===== config.mk =====
export PLATFORM = sky130hd
export DESIGN_NAME = fcsp_regs
export DESIGN_NICKNAME = d
export VERILOG_FILES = /design/src/fcsp_sec_decode.v /design/src/fcsp_prot_check.v /design/src/fcsp_regs.v
export VERILOG_INCLUDE_DIRS = /design/src
export SDC_FILE = /design/constraint.sdc
export NUM_CORES = 1
export LEC_CHECK = 0
export BUFFER_PORTS_ARGS = -buffer_cell sky130_fd_sc_hd__buf_2
export CORE_MARGIN = 10
export CORE_UTILIZATION = 30
export CTS_CLUSTER_SIZE = 20
export DETAILED_ROUTE_END_ITERATION = 12
export PLACE_DENSITY_LB_ADDON = 0.1
export SKIP_CTS_REPAIR_TIMING = 1
export SLEW_MARGIN = 5
export SYNTH_ARGS = -nofsm -noshare
export SYNTH_HDL_FRONTEND = slang
export SYNTH_SLANG_ARGS = --single-unit

===== constraint.sdc =====
create_clock -name clk_sys -period 5.19 [get_ports clk_sys]
set_input_delay 0.2595 -clock clk_sys [delete_from_list [all_inputs] [get_ports clk_sys]]
set_output_delay 0.2595 -clock clk_sys [all_outputs]
set_load 0.02 [all_outputs]

===== src/fcsp_consts.vh =====
// constants for the flash configuration, security and protection registers
// Behaviour
// RQ1: lock bit 10 sets once in user mode, reset clears, test mode writes freely
// RQ2: protection register writable only while lock is zero, always readable
// RQ3: access error enable bit 8 gates access error flag onto interrupt
// RQ4: buffer empty enable bit 7 gates buffer empty flag onto interrupt
// RQ5: command complete enable bit 6 gates done flag onto interrupt
// RQ6: key access bit 5 writable only while backdoor enable is one
// RQ7: key access set routes array writes to key path, else to commands
// RQ8: self branch lock bit 1 sets once; then self branch enable frozen
// RQ9: self branch enable makes busy array reads return A97F
// RQ10: without self branch, busy reads give invalid data, no access error
// RQ11: software disables core interrupts around self branch use
// RQ12: backdoor enable at high bit 15, loaded from flash at reset
// RQ13: security state at high bit 14, one means secured, from code
// RQ14: security registers loaded from stored security words at reset
// RQ15: security registers ignore writes; reserved bits read zero
// RQ16: protected sector blocks program and erase, clear bit permits
// RQ17: sixteen bits map to sixteen 1 KB sectors of 16 KB
// RQ18: protection register loaded from stored protection word at reset
// RQ19: unimplemented sector bits on small variant read zero, read only
// RQ20: protection check only for program, page erase, mass erase commands
// RQ21: software unprotects sector 15 before reprogramming protection word
// RQ22: writing one clears access error flag; zero leaves it
// RQ23: security code binary 10 means secured, others unsecured
// RQ24: configuration resets to zero; reserved bits read zero
`ifndef FCSP_CONSTS_VH
`define FCSP_CONSTS_VH
`define FCSP_OFS_CONFIG      5'h01
`define FCSP_OFS_SEC_HIGH    5'h03
`define FCSP_OFS_SEC_LOW     5'h04
`define FCSP_OFS_PROT        5'h10
`define FCSP_OFS_STATUS      5'h13
`define FCSP_BIT_LOCK        10
`define FCSP_BIT_ACCESS_ERROR_IRQ_ENABLE        8
`define FCSP_BIT_BUFFER_EMPTY_IRQ_ENABLE       7
`define FCSP_BIT_COMMAND_COMPLETE_IRQ_ENABLE        6
`define FCSP_BIT_KEY_ACCESS_MODE      5
`define FCSP_BIT_SBLOCK      1
`define FCSP_BIT_SBEN        0
`define FCSP_BIT_BDEN        15
`define FCSP_BIT_SECST       14
`define FCSP_BIT_ACCESS_ERROR_FLAG      4
`define FCSP_BIT_CBEF        7
`define FCSP_BIT_CCF         6
`define FCSP_CFG_RESET       16'h0000
`define FCSP_CFG_MASK        16'h05E3
`define FCSP_SEC_CODE_ON     2'h2
`define FCSP_BTS_WORD        16'hA97F
`define FCSP_CMD_PGM         7'h20
`define FCSP_CMD_PAGE_ERASE_CMD       7'h40
`define FCSP_CMD_MASS_ERASE_CMD      7'h41
`define FCSP_SMALL_PROT_MASK 16'hFFF0
`define FCSP_FULL_PROT_MASK  16'hFFFF
`endif


===== src/fcsp_sec_decode.v =====
// decode of the two-bit security code into the secured state
module fcsp_sec_decode (
  // code in
  input  wire [1:0] security_code,
  // state out
  output wire       secured
);
`include "fcsp_consts.vh"
  // only one code value locks the part
  assign secured = (security_code == `FCSP_SEC_CODE_ON); // see RQ23
endmodule


===== src/fcsp_prot_check.v =====
// per-sector check of a program or erase against the protection bits
module fcsp_prot_check (
  // command and target
  input  wire [6:0]  cmd,
  input  wire [12:0] word_addr,
  input  wire [15:0] prot,
  // result
  output wire        blocked
);
`include "fcsp_consts.vh"
  wire        is_user_cmd;
  wire        any_prot;
  // 1 KB sector is 512 words: address bits 12:9 give 16 sectors
  assign is_user_cmd = (cmd == `FCSP_CMD_PGM) ||
                       (cmd == `FCSP_CMD_PAGE_ERASE_CMD) ||
                       (cmd == `FCSP_CMD_MASS_ERASE_CMD); // see RQ20
  assign any_prot = |prot;
  // mass erase touches all sectors, so any protected sector stops it
  assign blocked = is_user_cmd &&
                   ((cmd == `FCSP_CMD_MASS_ERASE_CMD) ? any_prot
                    : prot[word_addr[12:9]]); // see RQ16 see RQ17
endmodule


===== src/fcsp_regs.v =====
// configuration, security and protection register bank of the flash
module fcsp_regs #(
  parameter SMALL_ARRAY = 0
) (
  // clock and reset
  input  wire        clk_sys,
  input  wire        rst_b,
  // mode
  input  wire        test_mode,
  // register port
  input  wire        reg_sel,
  input  wire        reg_wr,
  input  wire [4:0]  reg_addr,
  input  wire [15:0] reg_wdata,
  output reg  [15:0] reg_rdata,
  // stored configuration words
  input  wire [15:0] stored_protection_word,
  input  wire [15:0] stored_security_low_word,
  input  wire [15:0] stored_security_high_word,
  // command engine status
  input  wire        buffer_empty_flag,
  input  wire        all_commands_done_flag,
  input  wire        access_error_set,
  input  wire        array_busy,
  // array write request
  input  wire        array_wr,
  input  wire [12:0] array_addr,
  input  wire [15:0] array_wdata,
  input  wire [6:0]  array_cmd,
  // array read path
  input  wire        array_rd,
  input  wire [15:0] array_rdata,
  output reg  [15:0] read_data,
  // routed array writes
  output reg         key_write,
  output reg         cmd_start,
  output reg         prot_violation,
  output reg  [15:0] routed_wdata,
  // flag and interrupt
  output reg         access_error_flag,
  output reg         irq
);
`include "fcsp_consts.vh"

  // state machine: load stored words, then run
  localparam ST_LOAD = 2'b01;
  localparam ST_RUN  = 2'b10;

  reg  [1:0]  state;
  reg  [1:0]  next_state;
  reg  [15:0] config_reg;
  reg  [15:0] prot_reg;
  reg  [1:0]  security_code;
  reg         backdoor_enable;
  reg  [15:0] next_config;
  reg  [15:0] rd_mux;
  wire        secured;
  wire        blocked;
  wire        wr_cfg;
  wire        wr_prot;
  wire        wr_stat;
  wire [15:0] prot_mask;
  wire [15:0] sec_high_view;
  wire [15:0] sec_low_view;
  wire        irq_next;

  // implemented sectors; small array lacks the lowest four
  assign prot_mask = SMALL_ARRAY ? `FCSP_SMALL_PROT_MASK
                                 : `FCSP_FULL_PROT_MASK; // see RQ19

  assign wr_cfg  = reg_sel && reg_wr && (reg_addr == `FCSP_OFS_CONFIG);
  assign wr_prot = reg_sel && reg_wr && (reg_addr == `FCSP_OFS_PROT);
  assign wr_stat = reg_sel && reg_wr && (reg_addr == `FCSP_OFS_STATUS);

  fcsp_sec_decode u_dec (
    .security_code (security_code),
    .secured       (secured)
  );

  fcsp_prot_check u_chk (
    .cmd       (array_cmd),
    .word_addr (array_addr),
    .prot      (prot_reg),
    .blocked   (blocked)
  );

  // read-only security views, reserved bits zero
  assign sec_high_view = {backdoor_enable, secured,            // see RQ13
                          14'h0000};                           // see RQ15
  assign sec_low_view  = {14'h0000, security_code};            // see RQ15

  // next state of the sequencer
  always @*
  begin
    next_state = state;
    case (state)
      ST_LOAD: next_state = ST_RUN;
      ST_RUN:  next_state = ST_RUN;
      default: next_state = ST_LOAD;
    endcase
  end

  // next configuration value from a write
  always @*
  begin
    next_config = config_reg;
    if (wr_cfg)
    begin
      next_config[`FCSP_BIT_ACCESS_ERROR_IRQ_ENABLE]  = reg_wdata[`FCSP_BIT_ACCESS_ERROR_IRQ_ENABLE];
      next_config[`FCSP_BIT_BUFFER_EMPTY_IRQ_ENABLE] = reg_wdata[`FCSP_BIT_BUFFER_EMPTY_IRQ_ENABLE];
      next_config[`FCSP_BIT_COMMAND_COMPLETE_IRQ_ENABLE]  = reg_wdata[`FCSP_BIT_COMMAND_COMPLETE_IRQ_ENABLE];
      // lock sets once outside test mode
      if (test_mode)
        next_config[`FCSP_BIT_LOCK] = reg_wdata[`FCSP_BIT_LOCK]; // see RQ1
      else if (reg_wdata[`FCSP_BIT_LOCK])
        next_config[`FCSP_BIT_LOCK] = 1'b1;                      // see RQ1
      if (backdoor_enable)
        next_config[`FCSP_BIT_KEY_ACCESS_MODE] = reg_wdata[`FCSP_BIT_KEY_ACCESS_MODE]; // see RQ6
      // enable judged against the lock held before this write
      if (!config_reg[`FCSP_BIT_SBLOCK])
        next_config[`FCSP_BIT_SBEN] = reg_wdata[`FCSP_BIT_SBEN]; // see RQ8
      if (reg_wdata[`FCSP_BIT_SBLOCK])
        next_config[`FCSP_BIT_SBLOCK] = 1'b1;                    // see RQ8
    end
    next_config = next_config & `FCSP_CFG_MASK;                  // see RQ24
  end

  // register read mux; unmapped offsets read zero
  always @*
  begin
    rd_mux = 16'h0000;
    case (reg_addr)
      `FCSP_OFS_CONFIG:   rd_mux = config_reg;
      `FCSP_OFS_SEC_HIGH: rd_mux = sec_high_view;
      `FCSP_OFS_SEC_LOW:  rd_mux = sec_low_view;
      `FCSP_OFS_PROT:     rd_mux = prot_reg;                     // see RQ2
      `FCSP_OFS_STATUS:
      begin
        rd_mux[`FCSP_BIT_CBEF]   = buffer_empty_flag;
        rd_mux[`FCSP_BIT_CCF]    = all_commands_done_flag;
        rd_mux[`FCSP_BIT_ACCESS_ERROR_FLAG] = access_error_flag;
      end
      default: rd_mux = 16'h0000;
    endcase
  end

  // interrupt request from enabled flags
  assign irq_next =
    (config_reg[`FCSP_BIT_ACCESS_ERROR_IRQ_ENABLE]  && access_error_flag) ||      // see RQ3
    (config_reg[`FCSP_BIT_BUFFER_EMPTY_IRQ_ENABLE] && buffer_empty_flag) ||      // see RQ4
    (config_reg[`FCSP_BIT_COMMAND_COMPLETE_IRQ_ENABLE]  && all_commands_done_flag);   // see RQ5

  // sequencer and stored-word load
  always @(posedge clk_sys)
  begin
    if (!rst_b)
    begin
      state           <= ST_LOAD;
      security_code   <= 2'h0;
      backdoor_enable <= 1'b0;
    end
    else
    begin
      state <= next_state;
      // words caught after release; security regs never take writes
      if (state == ST_LOAD)
      begin
        security_code   <= stored_security_low_word[1:0];      // see RQ14
        backdoor_enable <= stored_security_high_word[`FCSP_BIT_BDEN]; // see RQ12
      end
    end
  end

  // configuration and protection registers
  always @(posedge clk_sys)
  begin
    if (!rst_b)
    begin
      config_reg <= `FCSP_CFG_RESET;                           // see RQ24
      prot_reg   <= 16'h0000;
    end
    else
    begin
      config_reg <= next_config;
      if (state == ST_LOAD)
        prot_reg <= stored_protection_word & prot_mask;        // see RQ18
      else if (wr_prot && !config_reg[`FCSP_BIT_LOCK])
        prot_reg <= reg_wdata & prot_mask;                     // see RQ2
    end
  end

  // access error flag: hardware set wins over software clear
  always @(posedge clk_sys)
  begin
    if (!rst_b)
      access_error_flag <= 1'b0;
    else if (access_error_set)
      access_error_flag <= 1'b1;
    else if (wr_stat && reg_wdata[`FCSP_BIT_ACCESS_ERROR_FLAG])
      access_error_flag <= 1'b0;                               // see RQ22
  end

  // array write routing and protection outcome
  always @(posedge clk_sys)
  begin
    if (!rst_b)
    begin
      key_write      <= 1'b0;
      cmd_start      <= 1'b0;
      prot_violation <= 1'b0;
      routed_wdata   <= 16'h0000;
    end
    else
    begin
      key_write      <= array_wr && config_reg[`FCSP_BIT_KEY_ACCESS_MODE]; // see RQ7
      cmd_start      <= array_wr && !config_reg[`FCSP_BIT_KEY_ACCESS_MODE] &&
                        !blocked;                              // see RQ16
      prot_violation <= array_wr && !config_reg[`FCSP_BIT_KEY_ACCESS_MODE] &&
                        blocked;                               // see RQ20
      if (array_wr)
        routed_wdata <= array_wdata;
    end
  end

  // array read path; busy reads never touch the error flag
  always @(posedge clk_sys)
  begin
    if (!rst_b)
      read_data <= 16'h0000;
    else if (array_rd)
    begin
      if (array_busy && config_reg[`FCSP_BIT_SBEN])
        read_data <= `FCSP_BTS_WORD;                           // see RQ9
      else
        read_data <= array_rdata;                              // see RQ10
    end
  end

  // registered outputs
  always @(posedge clk_sys)
  begin
    if (!rst_b)
    begin
      reg_rdata <= 16'h0000;
      irq       <= 1'b0;
    end
    else
    begin
      reg_rdata <= reg_sel ? rd_mux : 16'h0000;
      irq       <= irq_next;
    end
  end

endmodule


==> run metrics <==
placed instance area=between 4000 and 5000 um2; clock slew at reported path FFs=0.08 ns; pwr dens=392 nW/um2; Mapped Cells=313; Routed Antenna Nets=0; gp weighted congestion=0.765; CTS Buf Count=9; area of the multi-input gates=1620 um2; biggest area consumer among synthesized cells=dfxtp_1; DR vias=a little under 3,000; slowest cell delay on critical path=between 0.7 and 0.8 ns; GRT overflow=0; Crit. End Element=register; Yosys warning count=0; Switch Pwr=roughly 0.55 mW; Top FF cell, synth=dfxtp_1; cell area after synthesis=3360 um2; worst path required time=between 5 and 6 ns; Std-Cell Rows=38; die area=approximately 16,000 um2; Max Buffers Root-to-Sink=2; number of max-cap violations=0; Via-to-Cell Ratio=around 4.8; FMAX=around 540 MHz; post-synth top area share=0.482; Hold Crit Start=access_error_set; Iter 0 DRT Violations=approximately 170; first-pass GRT wire length=around 16,000 um; top cells by count, synth=81 x dfxtp_1, 40 x mux2i_1, 38 x nor2b_1; DP Wirelength=between 7000 and 8000 um; floorplan core area=around 11,000 um2; WL final=approximately 10,000 um; crit path from=reg_addr[0]; Mapped Nets=approximately 450; antenna violations before repair=2; FF/Latch Area=~1600 um2; Yosys cell types=41; CTS tree=built; min Tclk post-route=1.87 ns; maximum VDD drop=0.000177 V; number of synthesized flops with an enable pin=0; Area growth syn-to-layout=30.4%; Finish-stage setup viols=0; Chip Width=126 um; CP dominant cell by count=nor2_1; Final Util=0.403; outcome=finished clean; Final nets=585; Reg2Reg Launch Point=prot_reg[15]$_SDFFE_PN0P_; Clk pwr share=0.269; clock root cell=clkbuf_8; Internal Power=1.17 mW; Max Transition Viols Final=0; Fin Setup TNS=0 ns; main area contributors after synthesis=dfxtp_1 48%, mux2i_1 12%, nor2b_1 7.1%; Comb pwr share=0.262; largest net degree at the start of global routing=66; most common cell in the netlist=dfxtp_1; drt wl/cell=about 17 um; Total GRT Usage=0.125; Rel. slew slack=0.288; Synth Register Bits=just over 80; sw frac=0.321; Die Y=between 100 and 150 um; Syn Area/Cell=between 10 and 15 um2; Max FO, Critical Path=16; Initial Util=0.309; RSZ-0062 raised after global routing=no; layout cell share with drive strength beyond 1=0.403; vias in the first global route=between 2,000 and 3,000; final hold vios=0; CP max stage cell=nor2_1; DRC Markers=0; final period utilization=0.360; DR pass1 iterations=4; Seq/Total Area, Yosys=0.482; Synth async-reset ratio=0; I/O pin total=185; Pleak=~2.2 nW; Worst Setup Start Kind=primary input; Hold Path Class=in -> reg; fin area=between 4000 and 5000 um2; H-tree depth=3; worst slew pin tran=1.07 ns; critical-path cell list=buf_2 > or4b_4 > nor2_1 > a22oi_1 > nor2_1; IO buf count=~150; Flop pwr share=0.469; Crit path arrival time=2.13 ns; Skew-Pair Late Insertion Delay=0.35 ns; Worst Clk Skew=0.00888 ns; clock sinks=81; fillcell total=1,125; Setup CP Type=in -> reg
## layout make-up
cell class	count	area share
inverter	6	0.00514
sequential	81	0.370
timing repair buffer	148	0.170
clock buffer	11	0.0323
multi-input combinational	206	0.369
clock inverter	5	0.0126
tap	140	0.0400
antenna	2	0.00114
## critical path: cells and delay by family
kind,cells,cell delay [ns]
buffers and inverters,1,0.14
and+or+nand+nor,3,1.53
AOI/OAI and AO/OA,1,0.21
## power groups by stage
stage          registers (mW)  logic (mW)  clock network [mW]
6_report                0.805       0.451               0.462
5_1_grt                 0.819       0.493               0.508
4_1_cts                 0.806       0.458               0.478
3_5_place_dp            0.821       0.456                   0
3_3_place_gp            0.817       0.447                   0
2_1_floorplan           0.801       0.326                   0
## final timing paths
kind / to / slack (ns) / depth (start not counted)
setup / recovery: reg_rdata[4]$_SDFF_PN0_ / 3.32 / 5
hold / removal: access_error_flag$_SDFFE_PN0P_ / 0.12 / 2
setup reg to reg: cmd_start$_SDFF_PN0_ / 3.51 / 4
hold reg to reg: reg_rdata[0]$_SDFF_PN0_ / 0.50 / 2
## routing by layer
metal  share of wire  track usage  wire (um)  vias to the layer above
li1                -            -          -                     1432
met1            0.46        0.162       4780                     1343
met2            0.44        0.187       4590                      102
met4          0.0076       0.0322         79                        0
met5               0            0          0                        -
met3           0.085       0.0537        882                       10
## kinds of logic (layout without fill, tap and decap cells)
logic type | Yosys count | in the layout | share of synthesized area
AO/OA/AOI/OAI | 56 | 56 | 0.146
other | 0 | 2 | 0
XOR/XNOR | 2 | 2 | 0.00521
multiplexers | 45 | 45 | 0.153
AND/OR/NAND/NOR | 102 | 102 | 0.174
flip-flops | 81 | 81 | 0.482
buffers and inverters | 26 | 170 | 0.0368
adder cells (fa/ha/maj) | 1 | 1 | 0.00372
## stage by stage
stage / total power, mW / cells / setup slack (ns) / hold WS, ns
final: 1.72 / 599 / 3.32 / 0.121
after global routing: 1.82 / 598 / 3.18 / 0.115
after CTS: 1.74 / 597 / 3.31 / 0.108
after detailed placement: 1.28 / 581 / 2.94 / 0.476
after global placement: 1.26 / 581 / 2.96 / 0.470
after floorplan: 1.13 / 313 / 3.37 / 0.383
## layout by cell type (no fill, tap or decap), drive strengths merged, types with 3 or more instances in the layout
cell,synthesis,layout
a22oi,7,7
dfxtp,81,81
nor4,5,5
o21ai,4,4
mux2i,40,40
a222oi,3,3
nor2b,38,38
and2,3,3
nor2,12,12
nand2,19,19
nand4,4,4
buf,6,148
and3,8,8
o211a,14,14
clkbuf,14,11
o221a,11,11
inv,6,6
mux4,5,5
a21oi,10,10
Power figures use the tool's default switching activity.
